==> src/hw/ldm_pkg.sv <==
// ldm_pkg: constants shared by the lcd display ram multiplexer and its ram.
// assumes: single 250 mhz clock domain, synchronous active-low reset.
`default_nettype none
package ldm_pkg;
	// ==========================================================
	// geometry
	localparam int NUM_BP      = 8;
	localparam int NUM_SEG     = 44;
	localparam int NUM_GP      = 6;
	localparam int PTR_W       = 6;
	localparam int ROW_W       = 3;
	localparam int COLS_MUX8   = 40;
	localparam int COLS_MUX6   = 42;
	localparam int COLS_MUX4   = 44;
	localparam int ROWS_MUX8   = 8;
	localparam int ROWS_MUX6   = 6;
	localparam int ROWS_MUX4   = 4;
	// ==========================================================
	// reset values and timing
	localparam logic [PTR_W-1:0] PTR_RST    = 6'h00;
	localparam int               CLK_MHZ    = 250;
	localparam int               SLOT_US    = 20;   // backplane slot time, plain default
	localparam int               SLOT_CYC   = SLOT_US * CLK_MHZ;
	// ==========================================================
	// multiplex modes and write engine states
	typedef enum logic [2:0] {
		LDM_MUX4 = 3'b001,
		LDM_MUX6 = 3'b010,
		LDM_MUX8 = 3'b100
	} ldm_mode_e;
	typedef enum logic [1:0] {
		LDM_IDLE  = 2'b01,
		LDM_WRITE = 2'b10
	} ldm_state_e;
endpackage
`default_nettype wire

==> src/hw/ldm_mux.sv <==
// ldm_mux: display ram write pointer, byte placement and backplane scan.
// assumes: display bytes and pointer loads come in as synchronous strobes
// from a bus front end; outputs are logic levels for the analog drivers.
// Behaviour
// - drive first 8, 6 or 4 backplanes per mode; others stay idle
// - up to 44 segment outputs from scan timing and held data
// - active segments 0-39, 0-41, 0-43 by mode; general outputs displace segments
// - any combination of six general outputs, each removing only its segment
// - stored one selects on waveform, zero selects off waveform
// - column maps to segment, row maps to backplane during its slot
// - display data held in register while scan runs
// - bytes stored as they arrive in 4, 6 or 8 bit units
// - host loads pointer first; next byte lands at the pointer column
// - pointer advances two, one-or-two, or one columns per byte by mode
// - pointer stops at end; excess bits and bytes discarded until reload
// - in 1:4 a byte fills two columns; 22 bytes fill memory
// - in 1:4 bits past the end are dropped
// - in 1:6 a byte fills a column and wraps two bits onward
// - in 1:8 a byte fills one column; 40 bytes fill memory
// - reset clears all registers except the byte buffer data, and keeps display memory
`timescale 1ns/1ps
`default_nettype none
module ldm_mux #(
	parameter int SLOT_CYCLES = ldm_pkg::SLOT_CYC
) (
	input  wire logic                          ref_clk,
	input  wire logic                          resetn,
	input  wire logic [2:0]                    mux_mode,
	input  wire logic                          ptr_load,
	input  wire logic [ldm_pkg::PTR_W-1:0]     ptr_value,
	input  wire logic                          byte_valid,
	output logic                               byte_ready,
	input  wire logic [7:0]                    byte_data,
	input  wire logic [ldm_pkg::NUM_GP-1:0]    general_enable,
	input  wire logic [ldm_pkg::NUM_GP-1:0]    general_level,
	output logic [ldm_pkg::NUM_BP-1:0]         backplane_out,
	output logic [ldm_pkg::NUM_SEG-1:0]        segment_out,
	output logic [ldm_pkg::NUM_SEG-1:0]        segment_active,
	output logic [ldm_pkg::NUM_GP-1:0]         general_out,
	output logic [ldm_pkg::PTR_W-1:0]          write_pointer
);
	// ==========================================================
	// mode decode helpers
	function automatic logic [5:0] cols_of(input logic [2:0] m);
		case (m)
			ldm_pkg::LDM_MUX4: cols_of = 6'(ldm_pkg::COLS_MUX4);
			ldm_pkg::LDM_MUX6: cols_of = 6'(ldm_pkg::COLS_MUX6);
			default:           cols_of = 6'(ldm_pkg::COLS_MUX8);
		endcase
	endfunction
	function automatic logic [3:0] rows_of(input logic [2:0] m);
		case (m)
			ldm_pkg::LDM_MUX4: rows_of = 4'(ldm_pkg::ROWS_MUX4);
			ldm_pkg::LDM_MUX6: rows_of = 4'(ldm_pkg::ROWS_MUX6);
			default:           rows_of = 4'(ldm_pkg::ROWS_MUX8);
		endcase
	endfunction
	logic [5:0] num_cols;
	logic [3:0] num_rows;
	assign num_cols = cols_of(mux_mode);
	assign num_rows = rows_of(mux_mode);

	// ==========================================================
	// two-entry input buffer so a busy writer loses no byte
	logic [7:0] buf_data_r [2];
	logic [7:0] buf_data_nxt [2];
	logic [1:0] buf_cnt_r;
	logic [1:0] buf_cnt_nxt;
	logic       buf_rd_ptr_r;
	logic       buf_rd_ptr_nxt;
	logic       buf_wr_ptr_r;
	logic       buf_wr_ptr_nxt;
	logic       buf_valid;
	logic       buf_pop;
	logic       buf_push;
	assign byte_ready = (buf_cnt_r != 2'h2);
	assign buf_valid  = (buf_cnt_r != 2'h0);
	assign buf_push   = byte_valid && byte_ready;
	always_comb begin
		buf_data_nxt   = buf_data_r;
		buf_wr_ptr_nxt = buf_wr_ptr_r;
		buf_rd_ptr_nxt = buf_rd_ptr_r;
		buf_cnt_nxt    = buf_cnt_r;
		if (buf_push) begin
			buf_data_nxt[buf_wr_ptr_r] = byte_data;
			buf_wr_ptr_nxt = ~buf_wr_ptr_r;
		end
		if (buf_pop)
			buf_rd_ptr_nxt = ~buf_rd_ptr_r;
		if (ptr_load) begin  // a new pointer drops stale bytes
			buf_cnt_nxt    = 2'h0;
			buf_rd_ptr_nxt = 1'b0;
			buf_wr_ptr_nxt = 1'b0;
		end else
			buf_cnt_nxt = buf_cnt_r + {1'b0, buf_push} - {1'b0, buf_pop};
	end
	always_ff @(posedge ref_clk) begin
		if (!resetn) begin
			buf_cnt_r    <= 2'h0;
			buf_rd_ptr_r <= 1'b0;
			buf_wr_ptr_r <= 1'b0;
		end else begin
			buf_cnt_r    <= buf_cnt_nxt;
			buf_rd_ptr_r <= buf_rd_ptr_nxt;
			buf_wr_ptr_r <= buf_wr_ptr_nxt;
		end
		buf_data_r <= buf_data_nxt;
	end

	// ==========================================================
	// write engine: one bit per cycle, msb first into rows then columns
	ldm_pkg::ldm_state_e    st_r;
	ldm_pkg::ldm_state_e    st_nxt;
	logic [5:0]             col_r;
	logic [5:0]             col_nxt;
	logic [2:0]             row_r;
	logic [2:0]             row_nxt;
	logic [2:0]             bit_r;
	logic [2:0]             bit_nxt;
	logic [7:0]             sh_r;
	logic [7:0]             sh_nxt;
	logic                   wr_en;
	logic                   at_end;
	assign at_end = (col_r >= num_cols);
	always_comb begin
		st_nxt  = st_r;
		col_nxt = col_r;
		row_nxt = row_r;
		bit_nxt = bit_r;
		sh_nxt  = sh_r;
		wr_en   = 1'b0;
		buf_pop = 1'b0;
		case (st_r)
			ldm_pkg::LDM_IDLE: begin
				if (buf_valid && !ptr_load) begin
					buf_pop = 1'b1;
					sh_nxt  = buf_data_r[buf_rd_ptr_r];
					bit_nxt = 3'h0;
					st_nxt  = ldm_pkg::LDM_WRITE;
				end
			end
			ldm_pkg::LDM_WRITE: begin
				wr_en  = !at_end;
				sh_nxt = {sh_r[6:0], 1'b0};
				bit_nxt = bit_r + 3'h1;
				if (!at_end) begin
					if ({1'b0, row_r} == num_rows - 4'h1) begin
						row_nxt = 3'h0;
						col_nxt = col_r + 6'h01;
					end else
						row_nxt = row_r + 3'h1;
				end
				if (bit_r == 3'h7)
					st_nxt = ldm_pkg::LDM_IDLE;
			end
			default: st_nxt = ldm_pkg::LDM_IDLE;
		endcase
		if (ptr_load) begin
			st_nxt  = ldm_pkg::LDM_IDLE;
			col_nxt = ptr_value;
			row_nxt = 3'h0;
		end
	end
	always_ff @(posedge ref_clk) begin
		if (!resetn) begin
			st_r  <= ldm_pkg::LDM_IDLE;
			col_r <= ldm_pkg::PTR_RST;
			row_r <= 3'h0;
			bit_r <= 3'h0;
			sh_r  <= 8'h00;
		end else begin
			st_r  <= st_nxt;
			col_r <= col_nxt;
			row_r <= row_nxt;
			bit_r <= bit_nxt;
			sh_r  <= sh_nxt;
		end
	end
	assign write_pointer = col_r;

	// ==========================================================
	// display memory, not reset
	logic [ldm_pkg::NUM_SEG*ldm_pkg::NUM_BP-1:0] image;
	ldm_ram #(
		.COLS (ldm_pkg::NUM_SEG),
		.ROWS (ldm_pkg::NUM_BP)
	) u_ram (
		.ref_clk (ref_clk),
		.wr_en   (wr_en),
		.wr_col  (col_r),
		.wr_row  (row_r),
		.wr_bit  (sh_r[7]),
		.image   (image)
	);

	// ==========================================================
	// backplane scan: slot timer and ascending row counter
	logic [$clog2(SLOT_CYCLES+1)-1:0] slot_r;
	logic [$clog2(SLOT_CYCLES+1)-1:0] slot_nxt;
	logic [2:0]                       scan_r;
	logic [2:0]                       scan_nxt;
	always_comb begin
		slot_nxt = slot_r + 1'b1;
		scan_nxt = scan_r;
		if (int'(slot_r) >= SLOT_CYCLES - 1) begin
			slot_nxt = '0;
			if ({1'b0, scan_r} >= num_rows - 4'h1)
				scan_nxt = 3'h0;
			else
				scan_nxt = scan_r + 3'h1;
		end
	end
	always_ff @(posedge ref_clk) begin
		if (!resetn) begin
			slot_r <= '0;
			scan_r <= 3'h0;
		end else begin
			slot_r <= slot_nxt;
			scan_r <= scan_nxt;
		end
	end

	// ==========================================================
	// output drive, registered
	logic [ldm_pkg::NUM_BP-1:0]  bp_nxt;
	logic [ldm_pkg::NUM_SEG-1:0] seg_nxt;
	logic [ldm_pkg::NUM_SEG-1:0] act_nxt;
	logic [ldm_pkg::NUM_GP-1:0]  gen_nxt;
	logic                        row_live;
	// a row left over from a wider mode stays dark until its slot ends
	assign row_live = ({1'b0, scan_r} < num_rows);
	assign gen_nxt  = general_enable & general_level;
	always_comb begin
		bp_nxt = '0;
		bp_nxt[scan_r] = row_live;
	end
	for (genvar s = 0; s < ldm_pkg::NUM_SEG; s++) begin : g_seg
		logic gp_taken;
		if (s < ldm_pkg::NUM_GP) begin : g_gp
			assign gp_taken = general_enable[s];
		end else begin : g_nogp
			assign gp_taken = 1'b0;
		end
		// column inside mode range and not taken by a general output
		assign act_nxt[s] = (6'(s) < num_cols) && !gp_taken;
		// held bit of this column at the scanned row
		assign seg_nxt[s] = act_nxt[s] && row_live && image[s*ldm_pkg::NUM_BP + int'(scan_r)];
	end
	always_ff @(posedge ref_clk) begin
		if (!resetn) begin
			backplane_out  <= '0;
			segment_out    <= '0;
			segment_active <= '0;
			general_out    <= '0;
		end else begin
			backplane_out  <= bp_nxt;
			segment_out    <= seg_nxt;
			segment_active <= act_nxt;
			general_out    <= gen_nxt;
		end
	end

	// ==========================================================
	// checks
	// no backplane above the active count once the mode has settled
	a_bp_in_range: assert property (@(posedge ref_clk) disable iff (!resetn)
		$stable(mux_mode) |-> ((backplane_out >> num_rows) == '0))
		else $error("backplane beyond active count");
	a_seg_gp_mask: assert property (@(posedge ref_clk) disable iff (!resetn)
		$past(general_enable[0]) && $past(resetn) |-> !segment_active[0])
		else $error("general output segment still active");
	a_ptr_stops: assert property (@(posedge ref_clk) disable iff (!resetn)
		at_end && !ptr_load |=> col_r == $past(col_r))
		else $error("pointer moved past end");
	a_no_wr_end: assert property (@(posedge ref_clk) disable iff (!resetn)
		at_end |-> !wr_en)
		else $error("write past end of memory");
	a_ptr_load: assert property (@(posedge ref_clk) disable iff (!resetn)
		ptr_load |=> col_r == $past(ptr_value) && row_r == 3'h0)
		else $error("pointer load not taken");
	// a byte takes eight write cycles unless a pointer load cuts it short
	a_byte_len: assert property (@(posedge ref_clk) disable iff (!resetn)
		(st_r == ldm_pkg::LDM_IDLE) ##1 (st_r == ldm_pkg::LDM_WRITE) |->
		((st_r == ldm_pkg::LDM_WRITE)[*8] ##1 (st_r == ldm_pkg::LDM_IDLE)) or (##[0:7] ptr_load))
		else $error("byte not eight bits");
	// scan moves one row up inside the active rows, or back to row zero
	a_scan_range: assert property (@(posedge ref_clk) disable iff (!resetn)
		(slot_r == '0) && $changed(scan_r) |->
		(scan_r == 3'h0) || ((scan_r == $past(scan_r) + 3'h1) && ({1'b0, scan_r} < num_rows)))
		else $error("scan order broken");
	a_seg_off_range: assert property (@(posedge ref_clk) disable iff (!resetn)
		num_cols == 6'(ldm_pkg::COLS_MUX8) && $stable(mux_mode) |=> !segment_out[43])
		else $error("segment outside mode range driven");
	// general outputs follow enable and level one cycle later
	a_gp_level: assert property (@(posedge ref_clk) disable iff (!resetn)
		$past(resetn) |-> (general_out == $past(general_enable & general_level)))
		else $error("general output level wrong");
	// the buffer never takes a third byte, so none is overwritten
	a_buf_bound: assert property (@(posedge ref_clk) disable iff (!resetn)
		(buf_cnt_r != 2'h3) && !(buf_push && (buf_cnt_r == 2'h2)))
		else $error("byte buffer overrun");
endmodule
`default_nettype wire

==> src/hw/ldm_ram.sv <==
// ldm_ram: 44 columns by 8 rows display memory, per-bit write, full image out.
// assumes: written by the multiplexer top; contents survive reset.
`timescale 1ns/1ps
`default_nettype none
module ldm_ram #(
	parameter int COLS = 44,
	parameter int ROWS = 8
) (
	input  wire logic                       ref_clk,
	input  wire logic                       wr_en,
	input  wire logic [5:0]                 wr_col,
	input  wire logic [2:0]                 wr_row,
	input  wire logic                       wr_bit,
	output var  logic [COLS*ROWS-1:0]       image
);
	// ==========================================================
	// storage, no reset so display data stays put
	logic [COLS*ROWS-1:0] mem_r;
	logic [COLS*ROWS-1:0] mem_nxt;
	always_comb begin
		mem_nxt = mem_r;
		if (wr_en && (int'(wr_col) < COLS))
			mem_nxt[int'(wr_col)*ROWS + int'(wr_row)] = wr_bit;
	end
	always_ff @(posedge ref_clk) begin
		mem_r <= mem_nxt;
	end
	assign image = mem_r;
endmodule
`default_nettype wire

==> config.mk <==
export PLATFORM = sky130hd
export DESIGN_NAME = ldm_mux
export DESIGN_NICKNAME = d
export VERILOG_FILES = /design/src/hw/ldm_pkg.sv /design/src/hw/ldm_mux.sv /design/src/hw/ldm_ram.sv
export SDC_FILE = /design/constraint.sdc
export NUM_CORES = 1
export LEC_CHECK = 0
export BUFFER_PORTS_ARGS = -buffer_cell sky130_fd_sc_hd__clkbuf_2
export CAP_MARGIN = 10
export CORE_MARGIN = 1
export CORE_UTILIZATION = 45
export CTS_BUF_LIST = sky130_fd_sc_hd__clkbuf_16
export DETAILED_ROUTE_END_ITERATION = 8
export GPL_TIMING_DRIVEN = 0
export SLEW_MARGIN = 40
export SYNTH_ARGS = -nofsm -noshare
export SYNTH_HDL_FRONTEND = slang
export SYNTH_HIERARCHICAL = 1
export SYNTH_SLANG_ARGS = --single-unit
==> constraint.sdc <==
create_clock -name ref_clk -period 5.2 [get_ports ref_clk]
set_input_delay 0.52 -clock ref_clk [delete_from_list [all_inputs] [get_ports ref_clk]]
set_output_delay 0.52 -clock ref_clk [all_outputs]
set_load 0.02 [all_outputs]
# Word level (Yosys, flattened, before mapping)

Cells that the tools add are included.

Reduce and logical (&&, ||, !) cells: 118
$add $sub $neg: 52
Bitwise logic cells: 8
Equal/unequal tests: 10
$lt $le $gt $ge: 100
Multiplexer cells: 160

Operators with widths:

| cell                  | count |
|---|---|
| $bmux 1 s9            | 43 |
| $bwmux 352            | 1 |
| $lt 9x10->1 const B   | 16 |
| $add 8x3->9 const A   | 16 |
| $add 9x3->10 const A  | 12 |
| $lt 10x10->1 const B  | 12 |
| $logic_and 1x1->1     | 100 |
| $lt 5x6->1 const A    | 16 |
| $mux 1                | 92 |
| $lt 8x10->1 const B   | 8 |
| $lt 6x6->1 const A    | 12 |
| $add 7x3->8 const A   | 8 |
| $lt 4x6->1 const A    | 8 |
| $lt 7x10->1 const B   | 4 |
| $mux 8                | 5 |
| $ge 32x1->1 const B   | 1 |
| $lt 32x11->1 const B  | 1 |
| $add 6x3->7 const A   | 4 |
| $lt 3x6->1 const A    | 4 |
| $mux 6                | 4 |
| $lt 6x10->1 const B   | 2 |
| $bwmux 16             | 1 |
| $pmux 8 s2            | 1 |
| $add 13x1->13 const B | 1 |
| other kinds (46)      | 76 |

Register bits after elaboration: 512
Input bits: 33

# Depth between registers and ports, before layout

Gate-level depths: netlist of the first run.

Word-level depth: 8
Mapped depth: 12
Mapped depth without buffers: 9

# Modules after synthesis

The synthesis of the first run kept the hierarchy.

Modules (own cells, without submodules):

| module  | instances | sequential area each (µm²) | cells each | area an instance (µm²) |
|---|---|---|---|---|
| ldm_ram | 1         | 10570.1                    | 832        | 12654.6 |
| ldm_mux | 1         | 2662.6                     | 633        | 7285.7 |

# Worst setup path after synthesis of the first run

Ideal clock, no wire load.

Path type: register -> register
From: reg sh_r[7]
To: reg u_ram.mem_r[0], in the netlist u_ram/image[0], data pin
Arrival time: 4566 ps
Data required time: 4099 ps
Library setup time: 1101 ps
Period minus slack after synthesis: 5667 ps
Stages on the path, launching flop included: 1
Path buffers: 0
Setup slack: -467 ps
Cell sequence: dfxtp_1

Longest elaborated chain between the ends: 1

Ends and longest elaborated chain:

| item                   | line           | text |
|---|---|---|
| start, declared        | ldm_mux.sv:120 | `logic [7:0] sh_r;` |
| start signal, assigned | ldm_mux.sv:176 | `sh_r <= sh_nxt;` |
| $bwmux 352             | ldm_ram.sv:23  | `mem_nxt[int'(wr_col)*ROWS + int'(wr_row)] = wr_bit;` |
| end signal, assigned   | ldm_ram.sv:26  | `mem_r <= mem_nxt;` |
| end, declared          | ldm_ram.sv:18  | `logic [COLS*ROWS-1:0] mem_r;` |

No other way between the ends.
A chain may end at the register's enable or synchronous reset.

# Final worst setup path of the first run

From: reg col_r[1], in the netlist write_pointer[1]
To: reg u_ram.mem_r[296], in the netlist u_ram/image[296] (enable)

Longest elaborated chain between the ends: 4
Elaborated cells between the ends (all ways): 5

Ends and longest elaborated chain:

| item                   | line           | text |
|---|---|---|
| start, declared        | ldm_mux.sv:114 | `logic [5:0] col_r;` |
| start signal, assigned | ldm_mux.sv:167 | `col_r <= ldm_pkg::PTR_RST;` |
| start signal, assigned | ldm_mux.sv:173 | `col_r <= col_nxt;` |
| $ge 6x6->1             | ldm_mux.sv:124 | `assign at_end = (col_r >= num_cols);` |
| $logic_not 1->1        | --             |  |
| $mux 1                 | ldm_mux.sv:133 | `case (st_r)` |
| via wr_en              | ldm_mux.sv:122 | `logic wr_en;` |
| $logic_and 1x1->1      | ldm_ram.sv:22  | `if (wr_en && (int'(wr_col) < COLS))` |

The timed path passes the listed nets, and every way through them passes these cells.

==> results of run 1 <==
[flip-flops by register name, indices dropped and copies added, names as in the netlist, 6 cells and up]
register        count
segment_out        44
slot_r             13
segment_active      9
sh_r                8
u_ram/image       352
buf_data_r         16
general_out         6
backplane_out       8
write_pointer       6
[cells in the mapped netlist, drive strengths merged, types with 9 or more instances]
master and count:
nor2 420, edfxtp 368, buf 109, dfxtp 109
mux4 76, nand2 50, mux2i 48, clkbuf 34
o211ai 24, o21ai 19, and3 13, ha 13
inv 13, nand3 13, o22ai 13, mux2 12
nor2b 12, a21boi 10, nor4b 10, nor3 9
[per-layer routing]
metal	routed length, um	global-route usage	vias up	part of all wire
met5	0	0	-	0
met2	23900	0.373	414	0.48
met3	3460	0.0417	81	0.069
li1	-	-	5670	-
met4	1260	0.0662	0	0.025
met1	21300	0.313	6351	0.43
[worst min-delay path by stage]
stage,endpoint
2_1_floorplan,sh_r[7]$_SDFFE_PN0P_
3_3_place_gp,sh_r[7]$_SDFFE_PN0P_
3_5_place_dp,sh_r[7]$_SDFFE_PN0P_
4_1_cts,segment_active[4]$_SDFF_PN0_
5_1_grt,segment_active[4]$_SDFF_PN0_
6_report,segment_active[4]$_SDFF_PN0_
[worst max-delay path: cells and delay by family (launching register included)]
| kind | cells | cell delay (ns) |
|---|---|---|
| buffers and inverters | 5 | 1.44 |
| AO/OA/AOI/OAI | 2 | 0.40 |
| adder cells (fa/ha/maj) | 1 | 0.33 |
| AND/OR/NAND/NOR | 3 | 0.50 |
| flip-flops | 1 | 0.77 |
[layout by cell type, fill, tap and decap left out, types with 10 or more instances in the layout]
master / count
edfxtp_1: 368
nor2_1: 420
mux2_2: 12
buf_2: 64
ha_1: 13
and3_1: 13
clkbuf_16: 51
nand3_1: 13
clkinv_1: 13
inv_1: 23
mux4_2: 76
o211ai_1: 19
clkbuf_1: 28
buf_4: 42
clkbuf_2: 146
dfxtp_1: 107
o21ai_0: 18
o22ai_1: 12
nand2_1: 50
nor2b_1: 10
mux2i_1: 48
[power groups by stage]
| stage | Combinational, W | Sequential, W | Clock [W] |
|---|---|---|---|
| floorplan | 0.000139 | 0.00430 | 0 |
| global placement | 0.000250 | 0.00431 | 0 |
| detailed placement | 0.000312 | 0.00425 | 0 |
| CTS | 0.000313 | 0.00417 | 0.00375 |
| global route | 0.000337 | 0.00418 | 0.00389 |
| finish | 0.000311 | 0.00417 | 0.00368 |
[through the flow]
step | worst slack [ns] | instances
final | 1.45 | 2290
after global routing | 1.25 | 2290
after CTS | 1.52 | 2290
after detailed placement | 1.17 | 2197
after global placement | 0.219 | 2190
after floorplan | 1.96 | 1465
[layout make-up]
| class | count | area (um2) | area share |
|---|---|---|---|
| Sequential cell | 477 | 13200 | 0.570 |
| Tap cell | 585 | 732 | 0.0315 |
| Multi-Input combinational cell | 831 | 5880 | 0.253 |
| Clock inverter | 42 | 409 | 0.0176 |
| Timing Repair Buffer | 147 | 832 | 0.0358 |
| Inverter | 14 | 53.8 | 0.00232 |
| Clock buffer | 51 | 1280 | 0.0550 |
| Buffer | 143 | 797 | 0.0343 |
[cells by family (layout without fill, tap and decap cells)]
logic type | Yosys count | in the layout | synth area share
flops | 477 | 477 | 0.664
xor+xnor | 16 | 16 | 0.00703
mux | 136 | 136 | 0.117
buf+inv | 157 | 397 | 0.0423
fa+ha+maj | 13 | 13 | 0.00816
compound gates | 93 | 93 | 0.0353
simple gates | 573 | 573 | 0.127
==> qor.yml, run 1 <==
run_status:
  status: "finished, final reports clean"
clock_tree:
  ctsResizeCount: 0
  cts_buffer_depth: 3
  clk_pin_slew_worst_paths_ns: 0.06
  root_buffer: "clkbuf_16"
  cts_buffers: 50
  ctsHoldBuffers: 0
  cts_setup_buffers: 0
  h-tree-depth: 2
  clkLatencyLatePin_ns: 0.58
  cts_tree: "yes"
  cts.sink_count: 477
worst_setup_path:
  r2r_setup_slack_ns: 1.45
  r2r-start: "write_pointer[1]$_SDFFE_PN0P_"
  crit_fanout: 12
  crit_slowest_cell: "dfxtp_1"
  path_class: "register to register"
  max_stage_delay_ns: 0.77
  worstPathArrival_ns: 4.04
  required_ns: 5.49
  start_kind: "register"
  r2r_cells: 11
  endpoint: "u_ram/image[296]$_DFFE_PP_"
  path_cells: "inv_1 -> ha_1 -> nand2b_1 -> a21o_1 -> and2_0 -> buf_2 -> clkbuf_1 -> buf_2 -> o211ai_1 -> buf_2 -> nor2_1"
  worstSetupEndpointType: "register"
  startpoint: "write_pointer[1]$_SDFFE_PN0P_"
  critPathMostFrequentCell: "buf_2"
  reg2reg_to: "u_ram/image[296]$_DFFE_PP_"
detailed_routing:
  routed_wl_mm: 50.0
  routedWlPerCell_um: 21.8
  ant_nets: 0
  drc: 0
  viasPerCell: 5.47
  drt_pre_antenna_iters: 5
  drtIter0Drc: 1158
  num_vias: 12500
pwr:
  p_sw_w: 0.00170
  swShare: 0.208
  clkPwrFrac: 0.451
  p_total_w: 0.00816
  power.internal_w: 0.00646
  seqPwrFrac: 0.511
  power.density_nw_per_um2: 351
  comb_power_share: 0.038
  peakVddDrop_mv: 0.275
  p_leak_nw: 7.83
sta:
  tightest_slew_ns: 0.938
  max-slew-margin-rel: 0.373
  setup_tns_ns: 0
  finClkSkew_ns: 0.0162
  fmax_ghz: 0.266
  rsz0062_at_grt: "false"
  layout_min_cycle_time_ns: 3.75
  whs_ns: 0.124
  hold_violations: 0
  slew_violations: 0
  setup_viol: 0
  period_share: 0.722
final_layout:
  fin_util: 0.535
  final_nets: 1710
  syn_to_final_growth_pct: 16.4
  antenna_cells: 0
  fill_cells: 3825
  fin_area_um2: 23200
  drive_gt1_frac: 0.263
global_route:
  grt_antenna_before_repair: 1
  grt_max_degree: 67
  grt_pass1_wl_mm: 75.0
  gr-total-overflow: 0
  grt_pass1_vias: 12300
  grt.total_usage: 0.228
floorplanning:
  rows: 76
  core_area_um2: 43400
  dieArea_um2: 45200
  die_w_um: 213
  ios: 142
  die_height_um: 213
  initial_core_util: 0.460
synthesis:
  syn_area_per_cell_um2: 13.6
  ys_seq_area_frac: 0.664
  yosys_register_bits: 477
  yosys_warnings: 6
  synth_area_um2: 19900
  synth_fp_nets: 1511
  synth.distinct_cells: 64
  synth_top_area_frac: 0.554
  syn_inst: 1465
  synth_edf_count: 368
  yosys_most_used_dff: "edfxtp_1"
  yosysTopAreaCell: "edfxtp_1"
  synthArstFlopShare: 0
  ys_top_cells_by_area: "edfxtp_1 55%, dfxtp_1 11%, mux4_2 8.6%"
job:
  cap_violations: 0
min_path:
  worst_hold_path.num_cells: 2
  holdCritStartpoint: "general_enable[4]"
  hold_path.class: "primary input to register"
placement:
  post-dp-hpwl_mm: 31.6
  dpl-instance-area_um2: 21500
  gp_congestion: 0.838
  portBuffers: 140
Power figures use the tool's default switching activity.
==> inputs of run 2 (changes only) <==
--- a/config.mk
+++ b/config.mk
@@ -5,6 +5,7 @@
 export SDC_FILE = /design/constraint.sdc
 export NUM_CORES = 1
 export LEC_CHECK = 0
+export ABC_AREA = 1
 export BUFFER_PORTS_ARGS = -buffer_cell sky130_fd_sc_hd__clkbuf_2
 export CAP_MARGIN = 10
 export CORE_MARGIN = 1
==> constraint.sdc (replaced) <==
create_clock -name ref_clk -period 3.1 [get_ports ref_clk]
set_input_delay 0.31 -clock ref_clk [delete_from_list [all_inputs] [get_ports ref_clk]]
set_output_delay 0.31 -clock ref_clk [all_outputs]
set_load 0.02 [all_outputs]
==> run 2 against run 1 <==
  * Routed wire length increased by 42%
  * Sequential cell count did not move
  * Clock-buffer cell count is 3 higher
  * Via count is 42% higher
  * Global-route usage is 6.1 points higher
  * Largest power group unchanged
==> qor.yml, run 2 <==
run_status:
  status: "finished, final reports clean"
synthesis:
  syn_inst: 2342
  synth_fp_nets: 2388
  synth.distinct_cells: 39
  yosys_register_bits: 477
  synth_area_um2: 21700
  yosysMostFrequentCell: "nand2_1"
  synth_common_cells: "738 x nand2_1, 476 x nor2_1, 368 x edfxtp_1"
  synth_edf_count: 368
  yosysTopAreaCell: "edfxtp_1"
  synth_top_area_frac: 0.510
  ys_top_cells_by_area: "edfxtp_1 51%, nand2_1 13%, dfxtp_1 10%"
  yosys_most_used_dff: "edfxtp_1"
  synthArstFlopShare: 0
  ys_seq_area_frac: 0.611
  syn_area_per_cell_um2: 9.25
  yosys_warnings: 6
clock_tree:
  h-tree-depth: 2
  cts_buffer_depth: 3
  cts_tree: "yes"
  cts.sink_count: 477
  root_buffer: "clkbuf_16"
  clkLatencyLatePin_ns: 0.62
  cts_setup_buffers: 0
  ctsResizeCount: 0
  cts_buffers: 52
  ctsHoldBuffers: 24
  clk_pin_slew_worst_paths_ns: 0.06
worst_setup_path:
  crit_fanout: 10
  path_class: "register to register"
  r2r_setup_slack_ns: 0.52
  path_cells: "inv_1 -> ha_1 -> a21oi_1 -> nor2_2 -> nor2_4 -> nand2_2 -> buf_2 -> buf_2 -> nor2_1"
  r2r_cells: 9
  worstSetupEndpointType: "register"
  endpoint: "u_ram/image[14]$_DFFE_PP_"
  max_stage_delay_ns: 0.54
  reg2reg_to: "u_ram/image[14]$_DFFE_PP_"
  r2r-start: "write_pointer[1]$_SDFFE_PN0P_"
  critPathMostFrequentCell: "buf_2"
  startpoint: "write_pointer[1]$_SDFFE_PN0P_"
  start_kind: "register"
  worstPathArrival_ns: 2.87
  required_ns: 3.39
  crit_slowest_cell: "dfxtp_1"
sta:
  setup_tns_ns: 0
  worst_slack_ns: 0.523
  setup_viol: 0
  finClkSkew_ns: 0.0330
  max-slew-margin-rel: 0.405
  rsz0062_at_grt: "false"
  slew_violations: 0
  tightest_slew_ns: 0.892
  period_share: 0.831
  fmax_ghz: 0.388
  layout_min_cycle_time_ns: 2.58
  hold_violations: 0
placement:
  gp_congestion: 0.936
  dpl_worst_slack_ns: 0.485
  portBuffers: 141
  post-dp-hpwl_mm: 46.1
  place_inst: 3104
final_layout:
  antenna_cells: 0
  regArea_um2: 13200
  multi_input_area_um2: 7140
  fill_cells: 4401
  drive_gt1_frac: 0.189
  final_common_cell: "nand2_1"
  final_cell_mix: "738 x nand2_1, 476 x nor2_1, 368 x edfxtp_1"
  largest_reg_flops: 352
  fin_cells: 3225
  syn_to_final_growth_pct: 16.3
  fin_util: 0.529
  final_nets: 2613
detailed_routing:
  viasPerCell: 5.51
  routed_wl_mm: 70.9
  drt_pre_antenna_iters: 6
  routedWlPerCell_um: 22.0
  drtIter0Drc: 2198
  num_vias: 17800
  ant_nets: 0
  drc: 0
pwr:
  swShare: 0.222
  comb_power_share: 0.042
  peakVddDrop_mv: 0.441
  p_leak_nw: 8.79
  power.internal_w: 0.0107
  clkPwrFrac: 0.449
  p_sw_w: 0.00305
  power.density_nw_per_um2: 545
  seqPwrFrac: 0.509
floorplanning:
  initial_core_util: 0.455
  die_height_um: 221
  rows: 80
  dieArea_um2: 49000
  ios: 142
  die_w_um: 221
  core_area_um2: 47600
job:
  cap_violations: 0
global_route:
  grt_pass1_wl_mm: 106
  grt_antenna_before_repair: 1
  grt_pass1_vias: 16800
  grt.total_usage: 0.290
  gr-total-overflow: 0
  grt_max_degree: 66
min_path:
  hold_path.class: "primary input to register"
  worst_hold_path.num_cells: 3
[run 2: area by class of cell]
| type | count | share of cell area |
|---|---|---|
| clock buffer | 54 | 0.0536 |
| sequential | 477 | 0.525 |
| multi-input combinational | 1614 | 0.283 |
| inverter | 57 | 0.00848 |
| clock inverter | 43 | 0.0130 |
| tap | 615 | 0.0305 |
| buffer | 194 | 0.0442 |
| timing repair buffer | 171 | 0.0423 |
[run 2: stage by stage]
step / cell area (um2) / power, W / hold WS (ns)
floorplan: 21700 / 0.00746 / 0.338
global placement: 23200 / 0.00766 / 0.429
detailed placement: 23300 / 0.00768 / 0.444
CTS: 25200 / 0.0138 / 0.00197
global route: 25200 / 0.0141 / 0.0238
finish: 25200 / 0.0137 / 0.0317
[run 2: kinds of logic after synthesis]
| kind of cell | count (synthesis) | share of synthesized area |
|---|---|---|
| simple gates | 1499 | 0.291 |
| flops | 477 | 0.611 |
| buf+inv | 251 | 0.0602 |
| compound gates | 88 | 0.0249 |
| xor+xnor | 13 | 0.00560 |
| fa+ha+maj | 13 | 0.00751 |
| mux | 1 | 0.000462 |
[run 2: critical path: cells and delay by family (launching register included)]
family | cells | cell delay, ns
fa+ha+maj | 1 | 0.30
flops | 1 | 0.54
simple gates | 4 | 0.71
compound gates | 1 | 0.18
buf+inv | 3 | 0.55
[run 2: worst min-delay path by stage]
| stage | from | endpoint | slack, ns |
|---|---|---|---|
| 6_report | byte_valid | buf_wr_ptr_r$_SDFFE_PP0P_ | 0.03 |
| 2_1_floorplan | resetn | segment_active[39]$_SDFF_PN0_ | 0.34 |
| 5_1_grt | byte_valid | buf_wr_ptr_r$_SDFFE_PP0P_ | 0.02 |
| 3_3_place_gp | slot_r[0]$_SDFF_PP0_ | slot_r[0]$_SDFF_PP0_ | 0.43 |
| 3_5_place_dp | slot_r[0]$_SDFF_PP0_ | slot_r[0]$_SDFF_PP0_ | 0.44 |
| 4_1_cts | byte_valid | buf_wr_ptr_r$_SDFFE_PP0P_ | 0.002 |
[run 2: per-layer routing]
metal,share of wire,GRT usage
met5,0,0
met4,0.049,0.135
met3,0.10,0.0560
met2,0.45,0.455
met1,0.40,0.389
[run 2: power by group through the flow]
stage / clock [W] / combinational (W) / sequential [W]
after global routing: 0.00649 / 0.000626 / 0.00700
after floorplan: 0 / 0.000263 / 0.00720
after global placement: 0 / 0.000455 / 0.00721
final: 0.00617 / 0.000582 / 0.00699
after detailed placement: 0 / 0.000553 / 0.00713
after CTS: 0.00624 / 0.000579 / 0.00699
